===== src/design/vcpr_pkg.sv =====
// Package for the VCONN-powered PD responder: constants, types, notes on behaviour
// Notes on behaviour
// - Full-featured cable carries an identity responder
// - Answer Discover Identity on SOP' with capabilities
// - Ready within 50 ms after VCONN applied; code raises ready_o READY_COUNT+1 cycles after VCONN is sampled
// - Without VCONN stay passive on CC
// - Active cable provides SOP', optionally SOP''
// - Identity states one or two lanes
// - VCONN loss without VBUS means detach
// - Accessory: VCONN arrival attaches, answers PD
// - Accessory must enter alt mode before timeout
// - Function: VCONN arrival without VBUS attaches
// - Function answers SOP' only, ignores others
// - Function reacts to Hard and Cable Reset
// - Drop all messages while charge-through enabled
// - VBUS loss with VCONN keeps attachment
// - Only CC passes to charge-through port
package vcpr_pkg;
  localparam int unsigned CLK_HZ = 40_000_000;
  localparam int unsigned SUPPLY_TO_READY_MS = 50;
  // Readiness is a longest time, so round down
  localparam int unsigned READY_CYCLES = (CLK_HZ / 1000) * SUPPLY_TO_READY_MS;
  localparam int unsigned ALT_MODE_ENTRY_TIMEOUT_MS = 1000;
  localparam int unsigned ALT_MODE_CYCLES = (CLK_HZ / 1000) * ALT_MODE_ENTRY_TIMEOUT_MS;

  // Packet types as seen by the PHY
  typedef enum logic [2:0] {
    VCPR_SOP, VCPR_SOP_P, VCPR_SOP_PP, VCPR_HARD_RESET, VCPR_CABLE_RESET
  } vcpr_pkt_t;

  typedef enum logic [1:0] {
    VCPR_ROLE_CABLE, VCPR_ROLE_ACCESSORY, VCPR_ROLE_FUNCTION
  } vcpr_role_t;

  localparam logic [4:0] CMD_DISCOVER_IDENTITY = 5'h01;

  typedef struct packed {
    logic valid;
    vcpr_pkt_t pkt;
    logic [4:0] cmd;
  } vcpr_rx_t;

  typedef struct packed {
    logic valid;
    vcpr_pkt_t pkt;
    logic [4:0] cmd;
    logic [31:0] data;
  } vcpr_tx_t;

  typedef struct packed {
    logic [15:0] vendor;
    logic [1:0] current;
    logic [2:0] speed;
    logic two_lanes;
  } vcpr_ident_t;

  localparam logic [15:0] VENDOR_ID_DEFAULT = 16'h1234; // Arbitrary value
endpackage


===== src/design/vcpr_responder.sv =====
// Message-level responder for VCONN-powered cables, accessories and functions
`timescale 1ns/1ps
module vcpr_responder
  import vcpr_pkg::*;
#(
  parameter int unsigned READY_COUNT = READY_CYCLES,
  parameter int unsigned ALT_COUNT = ALT_MODE_CYCLES,
  parameter logic HAS_SOP_PP = 1'b0,
  parameter logic [15:0] VENDOR_ID = VENDOR_ID_DEFAULT
) (
  input wire logic clock_i,
  input wire logic rstn_i,
  input wire vcpr_role_t role_i,
  input wire logic vconn_i,
  input wire logic vbus_i,
  input wire logic ct_enable_i,
  input wire logic alt_mode_entered_i,
  input wire logic [1:0] current_i,
  input wire logic [2:0] speed_i,
  input wire logic two_lanes_i,
  input wire vcpr_rx_t rx_i,
  output vcpr_tx_t tx_o,
  output logic ready_o,
  output logic attached_o,
  output logic cc_drive_en_o,
  output logic reset_seen_o,
  output logic alt_timeout_o
);
  typedef enum logic [1:0] {VCPR_OFF, VCPR_WAIT, VCPR_READY} vcpr_state_t;

  vcpr_state_t state;
  logic [31:0] ready_cnt;
  logic [31:0] alt_cnt;
  logic vconn_q;

  // Which packet types this role answers; resets are handled apart
  function automatic logic accepts(input vcpr_role_t role, input vcpr_pkt_t pkt,
                                   input logic pp);
    case (role)
      VCPR_ROLE_CABLE: begin
        accepts = (pkt == VCPR_SOP_P) || (pp && pkt == VCPR_SOP_PP);
      end
      VCPR_ROLE_FUNCTION: begin
        accepts = (pkt == VCPR_SOP_P);
      end
      VCPR_ROLE_ACCESSORY: begin
        accepts = (pkt == VCPR_SOP);
      end
      default: begin
        accepts = 1'b0;
      end
    endcase
  endfunction

  function automatic logic is_reset_pkt(input vcpr_pkt_t pkt);
    is_reset_pkt = (pkt == VCPR_HARD_RESET) || (pkt == VCPR_CABLE_RESET);
  endfunction

  // Reply word; reserved bits kept zero so fields can grow later
  function automatic logic [31:0] ident_word(input vcpr_ident_t id);
    ident_word = {id.vendor, 10'h000, id.current, id.speed, id.two_lanes};
  endfunction

  logic is_reset;
  logic take;
  logic vconn_rise;
  logic ready_done;
  logic alt_armed;
  logic alt_expired;
  vcpr_ident_t ident;

  // Resets flagged in any live state, but not while CC is bridged
  always_comb begin
    is_reset = rx_i.valid && is_reset_pkt(rx_i.pkt);
  end

  // Charge-through path open: every message dropped
  always_comb begin
    take = rx_i.valid && !ct_enable_i && state == VCPR_READY &&
      accepts(role_i, rx_i.pkt, HAS_SOP_PP);
  end

  // Compare with last sample: an edge, not a level, attaches
  always_comb begin
    vconn_rise = vconn_i && !vconn_q;
  end

  // Terminal count of the readiness timer
  always_comb begin
    ready_done = ready_cnt >= READY_COUNT - 32'd1;
  end

  always_comb begin
    ident.vendor = VENDOR_ID;
    ident.current = current_i;
    ident.speed = speed_i;
    ident.two_lanes = two_lanes_i;
  end

  // Previous VCONN sample; idle level is low, so no false edge
  always_ff @(posedge clock_i or negedge rstn_i) begin
    if (!rstn_i) begin
      vconn_q <= 1'b0;
    end else begin
      vconn_q <= vconn_i;
    end
  end

  // Readiness counted from VCONN detection; logic idle before it
  always_ff @(posedge clock_i or negedge rstn_i) begin
    if (!rstn_i) begin
      state <= VCPR_OFF;
      ready_cnt <= '0;
    end else if (!vconn_i) begin
      state <= VCPR_OFF;
      ready_cnt <= '0;
    end else begin
      case (state)
        VCPR_OFF: begin
          state <= VCPR_WAIT;
          ready_cnt <= '0;
        end
        VCPR_WAIT: begin
          // Ready only after READY_COUNT cycles of WAIT, by default the whole 50 ms limit
          if (ready_done) begin
            state <= VCPR_READY;
          end else begin
            ready_cnt <= ready_cnt + 32'd1;
          end
        end
        VCPR_READY: begin
          state <= VCPR_READY;
        end
        default: begin
          state <= VCPR_OFF;
        end
      endcase
    end
  end

  always_ff @(posedge clock_i or negedge rstn_i) begin
    if (!rstn_i) begin
      ready_o <= 1'b0;
    end else begin
      ready_o <= vconn_i && state == VCPR_READY;
    end
  end

  // CC transmitter only enabled with VCONN and no bridge
  always_ff @(posedge clock_i or negedge rstn_i) begin
    if (!rstn_i) begin
      cc_drive_en_o <= 1'b0;
    end else begin
      cc_drive_en_o <= vconn_i && state == VCPR_READY && !ct_enable_i;
    end
  end

  // Attach on VCONN arrival except as cable; VBUS loss alone never detaches
  // VBUS is not looked at: VCONN is the sole detach signal
  always_ff @(posedge clock_i or negedge rstn_i) begin
    if (!rstn_i) begin
      attached_o <= 1'b0;
    end else if (role_i != VCPR_ROLE_CABLE) begin
      if (vconn_rise) begin
        attached_o <= 1'b1;
      end else if (!vconn_i) begin
        attached_o <= 1'b0;
      end
    end else begin
      attached_o <= 1'b0;
    end
  end

  // Accessory watchdog on VCONN alone; cleared once alt mode is in
  always_comb begin
    alt_armed = role_i == VCPR_ROLE_ACCESSORY && vconn_i && !vbus_i &&
      !alt_mode_entered_i;
  end
  always_comb begin
    alt_expired = alt_cnt >= ALT_COUNT - 32'd1;
  end

  always_ff @(posedge clock_i or negedge rstn_i) begin
    if (!rstn_i) begin
      alt_cnt <= '0;
    end else if (!alt_armed) begin
      alt_cnt <= '0;
    end else if (!alt_expired) begin
      alt_cnt <= alt_cnt + 32'd1;
    end
  end

  // Flag only; removing VCONN is the partner's job
  always_ff @(posedge clock_i or negedge rstn_i) begin
    if (!rstn_i) begin
      alt_timeout_o <= 1'b0;
    end else if (!alt_armed) begin
      alt_timeout_o <= 1'b0;
    end else if (alt_expired) begin
      alt_timeout_o <= 1'b1;
    end
  end

  // Readiness kept across resets; the flag is the only reaction
  always_ff @(posedge clock_i or negedge rstn_i) begin
    if (!rstn_i) begin
      reset_seen_o <= 1'b0;
    end else begin
      reset_seen_o <= is_reset && state != VCPR_OFF && !ct_enable_i;
    end
  end

  // Identity reply; anything else is silently dropped
  // Payload refreshed every cycle so it is settled with the valid pulse
  always_ff @(posedge clock_i or negedge rstn_i) begin
    if (!rstn_i) begin
      tx_o <= '0;
    end else begin
      tx_o.valid <= take && rx_i.cmd == CMD_DISCOVER_IDENTITY;
      tx_o.pkt <= rx_i.pkt;
      tx_o.cmd <= CMD_DISCOVER_IDENTITY;
      tx_o.data <= ident_word(ident);
    end
  end
endmodule


===== config.mk =====
export PLATFORM = sky130hd
export DESIGN_NAME = vcpr_responder
export DESIGN_NICKNAME = d
export VERILOG_FILES = /design/src/design/vcpr_pkg.sv /design/src/design/vcpr_responder.sv
export SDC_FILE = /design/constraint.sdc
export NUM_CORES = 1
export LEC_CHECK = 0
export BUFFER_PORTS_ARGS = -buffer_cell sky130_fd_sc_hd__buf_2
export CAP_MARGIN = 0
export CORE_UTILIZATION = 56
export DETAILED_ROUTE_END_ITERATION = 12
export MAX_ROUTING_LAYER = met4
export PLACE_DENSITY = 0.85
export SYNTH_ARGS = -nofsm -noshare
export SYNTH_HDL_FRONTEND = slang
export SYNTH_SLANG_ARGS = --single-unit

===== constraint.sdc =====
create_clock -name clock_i -period 3.3 [get_ports clock_i]
set_input_delay 0.33 -clock clock_i [delete_from_list [all_inputs] [get_ports clock_i]]
set_output_delay 0.33 -clock clock_i [all_outputs]
set_load 0.01 [all_outputs]

-- Word-level counts from Yosys, hierarchy flattened
Cells that the tools add are included.
- bits in registers: 84
- input bits: 23
- output and inout port bits: 46
- logic and storage cells: 70
- $add $sub $neg: 2
- magnitude comparators: 2
- eq/ne operators: 14
- mux-type cells: 14
- reductions and logical operators: 25
- operators by type and width (kind ; count):
    $mux W32 ; 4
    $add A32 B1 Y32 const B ; 2
    $pmux W32 S2 ; 1
    $ge A32 B21 Y1 const B ; 1
    $ge A32 B26 Y1 const B ; 1
    $logic_and A1 B1 Y1 ; 13
    $ne A3 B3 Y1 const B ; 3
    $pmux W2 S3 ; 1
    $eq A5 B1 Y1 const B ; 1
    $mux W1 ; 5
    $eq A2 B1 Y1 const B ; 2
    $eq A2 B2 Y1 const B ; 2
    $logic_not A1 Y1 ; 4
    $logic_not A2 Y1 ; 2
    $mux W2 ; 2
    $reduce_bool A2 Y1 ; 2
    $eq A3 B1 Y1 const B ; 1
    $eq A3 B2 Y1 const B ; 1
    $eq A3 B3 Y1 const B ; 1
    $logic_not A3 Y1 ; 1
    $ne A3 B1 Y1 const B ; 1
    $ne A2 B1 Y1 const B ; 1
    $ne A2 B2 Y1 const B ; 1
    $pmux W1 S2 ; 1
    3 further kinds ; 3

-- Longest topological paths before layout
Gate-level depths: netlist (run 1).
- word-level depth: 5
- depth in mapped cells: 9
- gate-level depth less buffers: 8

-- Worst setup path after synthesis (run 1)
Ideal clock, no wire load.
- kind: flip-flop to flip-flop
- start point: register alt_cnt[23]
- end point: register alt_cnt[10]
- setup time: 0.132 ns
- arrival: 2.259 ns
- data required time: 3.168 ns
- slack: 0.909 ns
- stages on the path, launching flop included: 8
- path buffers: 1
- clock period less this slack: 2.391 ns
- path through: dfrtp_1 > or4_1 > or2_1 > a2111oi_4 > buf_4 > nor4_1 > xnor2_1 > nor2_1
- longest elaborated chain between the ends: 2
- ends and longest elaborated chain (element ; line ; RTL):
    start, declared ; vcpr_responder.sv:33 ; logic [31:0] alt_cnt;
    start signal, assigned ; vcpr_responder.sv:189 ; alt_cnt <= alt_cnt + 32'd1;
    $ge A32 B26 Y1 ; vcpr_responder.sv:180 ; alt_expired = alt_cnt >= ALT_COUNT - 32'd1;
    $ne A2 B2 Y1 (no line) ; n/a ;
Every way passes these cells.
A chain may end at the register's enable or synchronous reset.

-- Final worst setup path (run 1)
- start point: register alt_cnt[23]
- end point: register alt_cnt[16]
Same word-level chain as after synthesis.

==> reports/metrics.cfg, run 1 <==
[status]
status = complete, no violations

[critical_path]
cp-end-kind = register
critPathMaxFanout = 17
r2r_slack_ps = 490
critPathSlowestCell = nor4_4
worst_setup_path_start_kind = register
rr_endpoint = alt_cnt[16]$_DFFE_PN0P_
r2r_cells = 6
path_class = reg2reg
crit_path_cell_trace = or4_1 -> o311ai_1 -> nand3_2 -> nor4_4 -> a31oi_1 -> a41o_1
slowest_delay_ps = 640
timing.rr.start = alt_cnt[23]$_DFFE_PN0P_
required_ps = 3560
startpoint = alt_cnt[23]$_DFFE_PN0P_
cp-endpoint = alt_cnt[16]$_DFFE_PN0P_
cp.arrival_ps = 3070

[sta]
skew_ps = 10.7
fin_crit_sh = 0.852
rsz0062_at_grt = false
max_slew_margin = 0.338
worst_slew_pin_slew_ps = 993
worst_slack_ps = 488
setup_viol = 0
fin_crit_ps = 2810
finalHoldViolations = 0
slew_violations = 0
final.setup.tns_ps = 0
fmax_mhz = 356

[synthesis]
synthTopCellsByArea = dfrtp_1, buf_4, nand2_1, and2_1, nor2_1
netlist-cell-type-count = 53
synth_top_area_frac = 0.498
synth_edf_count = 0
syn_avg_cell_area_sq_um = 9.93
mappedNetlistArea_sq_um = 4170
synth_top_area_cell = dfrtp_1
syn_inst = 420
yosysWarnings = 0
yosysSeqAreaShare = 0.498
ys_seq_elements = 83
ys.flop_type = dfrtp_1
async_flop_share = 1.00

[finish]
fill_cells = 599
drive_above_1_share = 0.159
post-route-util = 0.630
instances_no_fill = 565
area_delta_synth_final_pct = 9.03
regArea_sq_um = 2080
multi_input_area_sq_um = 1880
final_nets = 490
layout_common_cells = dfrtp_1, buf_2, nand2_1, nor2_1, conb_1
final_common_cell = dfrtp_1
diodes = 0

[placement]
post-place-cells = 549
port_buffers = 43
hpwlAfterDp_microns = 5340
post-place-ws_ps = 516
place.gp.congestion = 0.822

[floorplanning]
start_util = 0.578
die_h_microns = 88.3
io-pin-count = 69
num_rows = 31
die_w_microns = 88.3
dieArea_sq_um = 7800
core_area_sq_um = 7210

[global_routing]
grt-ovfl-total = 0
grt_max_degree = 84
grtUsageMet2 = 0.408
grt_pass1_wl_microns = 13400
use_met1 = 0.253
grt_antenna_before_repair = 0
grt_util_met3 = 0.0522
grt_usage = 0.231
grt_pass1_vias = 3058
gr-max-usage-layer = met2

[clocking]
ctsHoldBuffers = 0
clkTransAtPathRegs_ps = 90
clk_path_buf_depth = 2
cts_setup_buffers = 0
clock-sinks = 83
insertion_delay_ps = 360
cts_resized = 0
cts_buffers = 9
root_buffer = clkbuf_8
h-tree-depth = 3
cts_tree = yes

[power]
ir_drop_mv = 0.305
power_density_nw_per_um2 = 436
power.leakage_nw = 2.11

[routing]
wl_per_cell_microns = 13.8
totalWireLength_microns = 7790
ant_nets = 0
routed_via_density = 5.59
drt-pass1-iter-count = 5
drt_iter0_markers = 177
vias = 3157
post-route-drc-count = 0

[worst_hold_path]
hold_class = in2reg

[flow_run]
cap_violations = 0

critical path: cells and delay by family (launching register included):
family	cells	cell delay, ps
flops	1	450
simple gates	3	1540
compound gates	3	710
cells by family after synthesis:
logic type,synth area share
buf+inv,0.0735
flops,0.498
simple gates,0.239
compound gates,0.126
other cells,0.00180
fa+ha+maj,0.0180
xor+xnor,0.0294
mux,0.0147
synth_stat cells (2+ instances only):
cell type,instances
nand4_1,10
nand2_1,37
xnor2_1,14
a41o_1,2
conb_1,2
a21oi_1,21
nor3b_1,2
buf_4,31
and2_1,21
o211ai_1,2
or4_1,2
o21ai_0,23
nor2b_1,7
nor4_4,2
dfrtp_1,83
mux2i_1,5
nand2b_1,4
clkbuf_1,8
a21o_1,3
buf_2,2
nor4_1,12
ha_1,6
or3_1,5
nor2_1,35
nor4bb_1,2
o31ai_1,10
o2111ai_1,2
nor3_1,6
nor4b_1,5
nand3_1,14
inv_1,8
a31o_2,3
and3_1,6
and4_1,3
a31oi_1,3
o211a_1,2
final cells by class:
class,instances,share of cell area
multi-input combinational,311,0.414
timing repair buffer,48,0.0561
tap,99,0.0272
clock buffer,10,0.0281
clock inverter,6,0.0110
sequential,83,0.457
inverter,8,0.00660
per-layer routing:
| layer | wire, microns | part of all wire | vias up |
|---|---|---|---|
| li1 | - | - | 1524 |
| met3 | 331 | 0.042 | 11 |
| met1 | 3240 | 0.42 | 1545 |
| met4 | 93 | 0.012 | 0 |
| met2 | 4120 | 0.53 | 77 |
| met5 | 0 | 0 | - |
flip-flops by register name, summed over array words and instances (netlist names), 2 cells and up:
signal     cells
ready_cnt     32
state          2
tx_o          11
alt_cnt       32
stage by stage:
stage	hold slack [ps]	total power, mW	area [sq um]
6_report	63.2	1.98	4550
5_1_grt	54.3	2.07	4550
4_1_cts	59.2	1.99	4550
3_5_place_dp	406	1.34	4370
3_3_place_gp	398	1.33	4370
2_1_floorplan	34.4	1.26	4260
how the worst min path moves through the flow:
| stage | start | endpoint | slack (ps) | cells past startpoint |
|---|---|---|---|---|
| after floorplan | rstn_i | alt_cnt[0]$_DFFE_PN0P_ | 30 | 0 |
| after global placement | vconn_q$_DFF_PN0_ | attached_o$_DFFE_PN0P_ | 400 | 1 |
| after detailed placement | vconn_q$_DFF_PN0_ | attached_o$_DFFE_PN0P_ | 410 | 1 |
| after CTS | current_i[1] | tx_o[5]$_DFF_PN0_ | 60 | 1 |
| after global routing | speed_i[0] | tx_o[1]$_DFF_PN0_ | 50 | 1 |
| final | current_i[1] | tx_o[5]$_DFF_PN0_ | 60 | 1 |
report_power, final:
part           internal (mW)  switching [mW]
clock                  0.280           0.388
combinational         0.0856           0.177
sequential              1.04          0.0133
total                   1.40           0.578
(Power assumes the default switching activity.)
==> run 2, diff against run 1 <==
SETUP_SLACK_MARGIN = 0.5   (was not set)
==> run 2 against run 1 <==
Net effect:
- maximum frequency increased by 8.5%
- sequential share of layout area decreased by 0.30 points
- clock power about the same
- setup slack improved by 220 ps
- worst hold slack improved by 0.71 ps
- wire length about the same
- cell count increased by 0.35%
- total power decreased by 0.14%
- critical path type unchanged
- largest cell class unchanged
==> reports/metrics.cfg, run 2 (synthesis results as in run 1) <==
[critical_path]
cp-end-kind = register
required_ps = 3560  ; about the same
r2r_slack_ps = 710  ; +220 ps
critPathTopFamily = simple AND/OR/NAND/NOR gates
rr_endpoint = alt_cnt[16]$_DFFE_PN0P_
critPathBufInv = 1  ; +1
timing.rr.start = alt_cnt[23]$_DFFE_PN0P_
worst_setup_path_start_kind = register
crit_path_cell_trace = or4_1 -> o311ai_2 -> nand3_4 -> nor4_4 -> buf_4 -> a31oi_1 -> a41o_1
critPathMaxFanout = 17  ; unchanged
path_class = reg2reg
r2r_cells = 7  ; +1
slowest_delay_ps = 560  ; -80 ps
cp.arrival_ps = 2850  ; -220 ps
critPathSlowestCell = or4_1

[power]
power.share.clock = 0.336  ; about the same
power_density_nw_per_um2 = 433  ; -0.79%
power.leakage_nw = 2.11  ; +0.27%
ir_drop_mv = 0.304  ; -0.21%
sw_frac_of_total = 0.291  ; -0.000952
pwr-share-comb = 0.132  ; about the same
p_int_mw = 1.40  ; about the same
net-switching-power_uw = 575  ; -0.46%
power_frac_seq = 0.532  ; about the same

[routing]
routed_via_density = 5.54  ; -0.83%
ant_nets = 0  ; unchanged
drt_iter0_markers = 169  ; -4.5%
totalWireLength_microns = 7790  ; about the same
wl_per_cell_microns = 13.7  ; -0.31%
drt-pass1-iter-count = 4  ; -1
vias = 3142  ; -0.48%
post-route-drc-count = 0  ; unchanged

[sta]
max_slew_margin = 0.340  ; +0.00182
final.setup.tns_ps = 0  ; unchanged
fin_crit_sh = 0.786  ; -0.0666
skew_ps = 9.62  ; -1.11 ps
worst_slew_pin_slew_ps = 990  ; -2.73 ps
fmax_mhz = 386  ; +8.5%
setup_viol = 0  ; unchanged
finalHoldViolations = 0  ; unchanged
rsz0062_at_grt = false
fin_crit_ps = 2590  ; -220 ps
slew_violations = 0  ; unchanged
hold_slack_ps = 63.9  ; +0.708 ps
worst_slack_ps = 708  ; +220 ps

[worst_hold_path]
holdPathEnd = tx_o[5]$_DFF_PN0_
hold_class = in2reg
hp-start = current_i[1]
hold_depth = 1  ; unchanged

[floorplanning]
dieArea_sq_um = 7800  ; unchanged
io-pin-count = 69  ; unchanged
core_area_sq_um = 7210  ; unchanged
die_w_microns = 88.3  ; unchanged
start_util = 0.578  ; unchanged
num_rows = 31  ; unchanged
die_h_microns = 88.3  ; unchanged

[finish]
diodes = 0  ; unchanged
multi_input_area_sq_um = 1900  ; +0.80%
regArea_sq_um = 2080  ; unchanged
layout_common_cells = dfrtp_1, buf_2, nand2_1, nor2_1, conb_1
fill_cells = 593  ; -1.0%
stdcell_area_sq_um = 4580  ; +0.66%
final_common_cell = dfrtp_1
largestRegisters = alt_cnt: 32 flops, ready_cnt: 32 flops, tx_o: 11 flops
drive_above_1_share = 0.165  ; +0.00573
area_delta_synth_final_pct = 9.75
final_nets = 492  ; +0.41%
post-route-util = 0.634  ; +0.00416

[global_routing]
grt_usage = 0.232  ; +0.00146
grt-ovfl-total = 0  ; unchanged
grt_antenna_before_repair = 0  ; unchanged
grt_pass1_vias = 3079  ; +0.69%
grt_pass1_wl_microns = 13500  ; +0.57%
grt_max_degree = 84  ; unchanged

[clocking]
cts_tree = yes
insertion_delay_ps = 360  ; about the same
cts_buffers = 9  ; unchanged
ctsHoldBuffers = 0  ; unchanged
clk_path_buf_depth = 2  ; unchanged
root_buffer = clkbuf_8
clkTransAtPathRegs_ps = 90  ; about the same
h-tree-depth = 3  ; unchanged
clock-sinks = 83  ; unchanged

[flow_run]
cap_violations = 0  ; unchanged

[placement]
hpwlAfterDp_microns = 5340  ; unchanged
place.gp.congestion = 0.822  ; unchanged
port_buffers = 43  ; unchanged
dpl_cell_area_sq_um = 4370  ; unchanged
post-place-ws_ps = 516  ; unchanged

[status]
status = complete, no violations

run 2: per-layer routing:
layer	track usage	wire (microns)	vias up
met3	0.0541	314	13
met2	0.403	4120	68
met5	-	0	-
met4	0.0938	116	0
met1	0.257	3250	1536
li1	-	-	1525
run 2: worst max-delay path by stage:
stage                     slack (ps)                     from  cells after the start                       to
after floorplan                  910  alt_cnt[23]$_DFFE_PN0P_                      7  alt_cnt[10]$_DFFE_PN0P_
after CTS                        540  alt_cnt[23]$_DFFE_PN0P_                      6  alt_cnt[15]$_DFFE_PN0P_
after global routing             590  alt_cnt[23]$_DFFE_PN0P_                      7  alt_cnt[16]$_DFFE_PN0P_
after detailed placement         520  alt_cnt[23]$_DFFE_PN0P_                      6  alt_cnt[16]$_DFFE_PN0P_
final                            710  alt_cnt[23]$_DFFE_PN0P_                      7  alt_cnt[16]$_DFFE_PN0P_
after global placement           600  alt_cnt[23]$_DFFE_PN0P_                      6  alt_cnt[22]$_DFFE_PN0P_
run 2: final cells by class:
cell class / instances / share of cell area
clock buffer: 10 / 0.0279
multi-input combinational: 311 / 0.415
sequential: 83 / 0.454
timing repair buffer: 50 / 0.0590
inverter: 8 / 0.00656
tap: 99 / 0.0271
clock inverter: 6 / 0.0109
run 2: repair_timing:
action,4_1_cts,5_1_grt
cloned,0,0
endpoints found under the hold margin,0,0
resized for setup,0,2
endpoints found under the setup margin,3,13
pin swaps,1,1
buffers inserted,2,0
run 2: per-stage QoR:
stage / total power [mW] / std cells
2_1_floorplan: 1.26 / 444
3_3_place_gp: 1.33 / 549
3_5_place_dp: 1.34 / 549
4_1_cts: 1.99 / 567
5_1_grt: 2.07 / 567
6_report: 1.98 / 567
run 2: power by group through the flow:
stage,clock (mW),sequential [mW],combinational [mW]
finish,0.666,1.05,0.262
global route,0.720,1.06,0.297
CTS,0.676,1.05,0.266
detailed placement,0,1.07,0.265
global placement,0,1.07,0.254
floorplan,0,1.08,0.184
==> run 3, diff against run 2 <==
CORE_UTILIZATION = 51   (was 56)
PLACE_DENSITY = 0.82   (was 0.85)
clock period = 2.25 ns   (was 3.3 ns; I/O delays follow)
==> run 3 against run 2 <==
Net effect:
- non-clock buffer count rose by 51
- die area up 9.6%
- total power rose by 75%
- via count up 16%
- first-iteration DRC count increased by 0.59%
- cell count rose by 10%
- worst hold slack worse by 43 ps
- the run now ends with setup timing left
- sequential power up 48%
- highest routed layer unchanged
- setup slack worse by 740 ps
- register-to-register slack got worse by 740 ps
- sequential cell count stayed put
- maximum frequency is 14% higher
==> reports/metrics.cfg, run 3 (synthesis results as in run 1) <==
[status]
status = complete, but fails checks
violations = setup timing

[finish]
layout_common_cells = dfrtp_1, buf_2, nand2_1, nor2_1, buf_4
diodes = 0  ; unchanged
final_common_cell = dfrtp_1
drive_above_1_share = 0.382  ; +0.217
post-route-util = 0.723  ; +0.0890
area_delta_synth_final_pct = 35.4
final_nets = 548  ; +11%
largestRegisters = alt_cnt: 32 flops, ready_cnt: 32 flops, tx_o: 11 flops

[placement]
hpwlAfterDp_microns = 5780  ; +8.3%
place.gp.congestion = 0.862  ; +4.9%
port_buffers = 43  ; unchanged

[power]
total_power_mw = 3.46  ; +75%
ir_drop_mv = 0.588  ; +93%
power.leakage_nw = 2.48  ; +17%
power_density_nw_per_um2 = 613  ; +42%

[critical_path]
cp.arrival_ps = 2490  ; -360 ps
crit_path_cell_trace = or4_4 -> or2_4 -> a2111oi_4 -> buf_4 -> nor4_4 -> xnor2_1 -> nor2_1
r2r_cells = 7  ; unchanged
critPathBufInv = 1  ; unchanged
r2r_slack_ps = -30  ; -740 ps
path_class = reg2reg
timing.rr.start = alt_cnt[24]$_DFFE_PN0P_
worst_setup_path_start_kind = register
critPathTopFamily = simple AND/OR/NAND/NOR gates
required_ps = 2460  ; -1100 ps
critPathMaxFanout = 9  ; -8
rr_endpoint = alt_cnt[13]$_DFFE_PN0P_
cp-end-kind = register
slowest_delay_ps = 570  ; about the same
critPathSlowestCell = or4_4

[floorplanning]
die_h_microns = 92.4  ; +4.7%
num_rows = 32  ; +3.2%
start_util = 0.534  ; -0.0439
io-pin-count = 69  ; unchanged
die_w_microns = 92.4  ; +4.7%
dieArea_sq_um = 8540  ; +9.6%
core_area_sq_um = 7810  ; +8.2%

[clocking]
cts_buffers = 9  ; unchanged
clock-sinks = 83  ; unchanged
clkTransAtPathRegs_ps = 80  ; about the same
insertion_delay_ps = 360  ; about the same
clk_path_buf_depth = 2  ; unchanged
h-tree-depth = 3  ; unchanged
cts_tree = yes
root_buffer = clkbuf_8

[flow_run]
cap_violations = 0  ; unchanged

[routing]
wl_per_cell_microns = 17.3  ; +26%
routed_via_density = 5.81  ; +4.8%
totalWireLength_microns = 10800  ; +39%
post-route-drc-count = 0  ; unchanged
ant_nets = 0  ; unchanged
drt-pass1-iter-count = 6  ; +2
drt_iter0_markers = 170  ; +0.59%
vias = 3634  ; +16%

[sta]
skew_ps = 9.69  ; +0.0684 ps
worst_slew_pin_slew_ps = 758  ; -231 ps
fmax_mhz = 438  ; +14%
rsz0062_at_grt = true
fin_crit_ps = 2280  ; -309 ps
max_slew_margin = 0.494  ; +0.154
worst_slack_ps = -32.9  ; -741 ps
setup_viol = 3  ; +3
fin_crit_sh = 1.01  ; +0.229
slew_violations = 0  ; unchanged
finalHoldViolations = 0  ; unchanged

[worst_hold_path]
hold_depth = 1  ; unchanged
hp-start = rx_i[7]
holdPathEnd = tx_o[39]$_DFF_PN0_
hold_class = in2reg

[global_routing]
grt-ovfl-total = 0  ; unchanged
grt_max_degree = 43  ; -49%
grt_usage = 0.253  ; +0.0206
grt_pass1_vias = 3485  ; +13%
grt_antenna_before_repair = 0  ; unchanged
grt_pass1_wl_microns = 16300  ; +21%

-- run 3: cell count changes in the layout (fill, tap and decap cells not counted), moves of 8 or more --
cell and change:
buf_4 +25, o21ai_0 -21, buf_6 +15, a21oi_1 -11, a21oi_2 +10, o21ai_1 +10, o21ai_2 +10, and2_4 +8
nor4_1 -8
-- run 3: metrics by stage --
stage / TNS, ps / area [sq um] / worst slack, ps / instances / hold WS, ps
4_1_cts: 0 / 5400 / 23.1 / 624 / 7.33
3_3_place_gp: -582 / 4650 / -82.5 / 576 / 254
5_1_grt: -679 / 5650 / -105 / 626 / 0.977
3_5_place_dp: -1300 / 4650 / -169 / 576 / 266
2_1_floorplan: -757 / 4380 / -88.4 / 444 / -70.6
6_report: -53.3 / 5650 / -32.9 / 626 / 21.2
-- run 3: metal layers --
| metal | track usage | routed length [microns] | vias up | share of wire |
|---|---|---|---|---|
| li1 | - | - | 1640 | - |
| met1 | 0.281 | 4120 | 1810 | 0.38 |
| met2 | 0.425 | 5790 | 140 | 0.53 |
| met3 | 0.0755 | 547 | 44 | 0.050 |
| met4 | 0.102 | 382 | 0 | 0.035 |
| met5 | - | 0 | - | 0 |
-- run 3: layout make-up --
cell class	instances	area, sq um
fill	503	2160
multi-input combinational	316	2420
sequential	83	2080
inverter	8	30.0
tap	102	128
clock inverter	6	90.1
clock buffer	10	128
timing repair buffer	101	777
-- run 3: how the worst max path moves through the flow --
| stage | cells after the start | slack, ps | to | startpoint |
|---|---|---|---|---|
| 2_1_floorplan | 7 | -90 | alt_cnt[10]$_DFFE_PN0P_ | alt_cnt[24]$_DFFE_PN0P_ |
| 3_3_place_gp | 7 | -80 | alt_cnt[7]$_DFFE_PN0P_ | alt_cnt[24]$_DFFE_PN0P_ |
| 3_5_place_dp | 7 | -170 | alt_cnt[7]$_DFFE_PN0P_ | alt_cnt[24]$_DFFE_PN0P_ |
| 4_1_cts | 7 | 20 | alt_cnt[17]$_DFFE_PN0P_ | alt_cnt[19]$_DFFE_PN0P_ |
| 5_1_grt | 6 | -110 | alt_cnt[24]$_DFFE_PN0P_ | alt_cnt[16]$_DFFE_PN0P_ |
| 6_report | 7 | -30 | alt_cnt[13]$_DFFE_PN0P_ | alt_cnt[24]$_DFFE_PN0P_ |
-- run 3: repair_timing --
item	CTS	global route
hold endpoints to repair	46	0
gates resized for setup	64	46
buffers inserted	19	1
endpoints found under the setup margin	61	61
pin swaps	33	21
cloned	6	1
hold buffers	7	0
-- run 3: worst reg2reg max path: cells and delay by family, from the launching register on --
kind	cells	cell delay [ps]
simple gates	4	1000
flops	1	390
buf+inv	1	300
compound gates	1	240
xor+xnor	1	220
-- run 3: power breakdown --
group,internal [mW],switching (mW),total [mW]
sequential,1.52,0.0248,1.55
combinational,0.291,0.453,0.744
clock,0.625,0.545,1.17
total,2.44,1.02,3.46
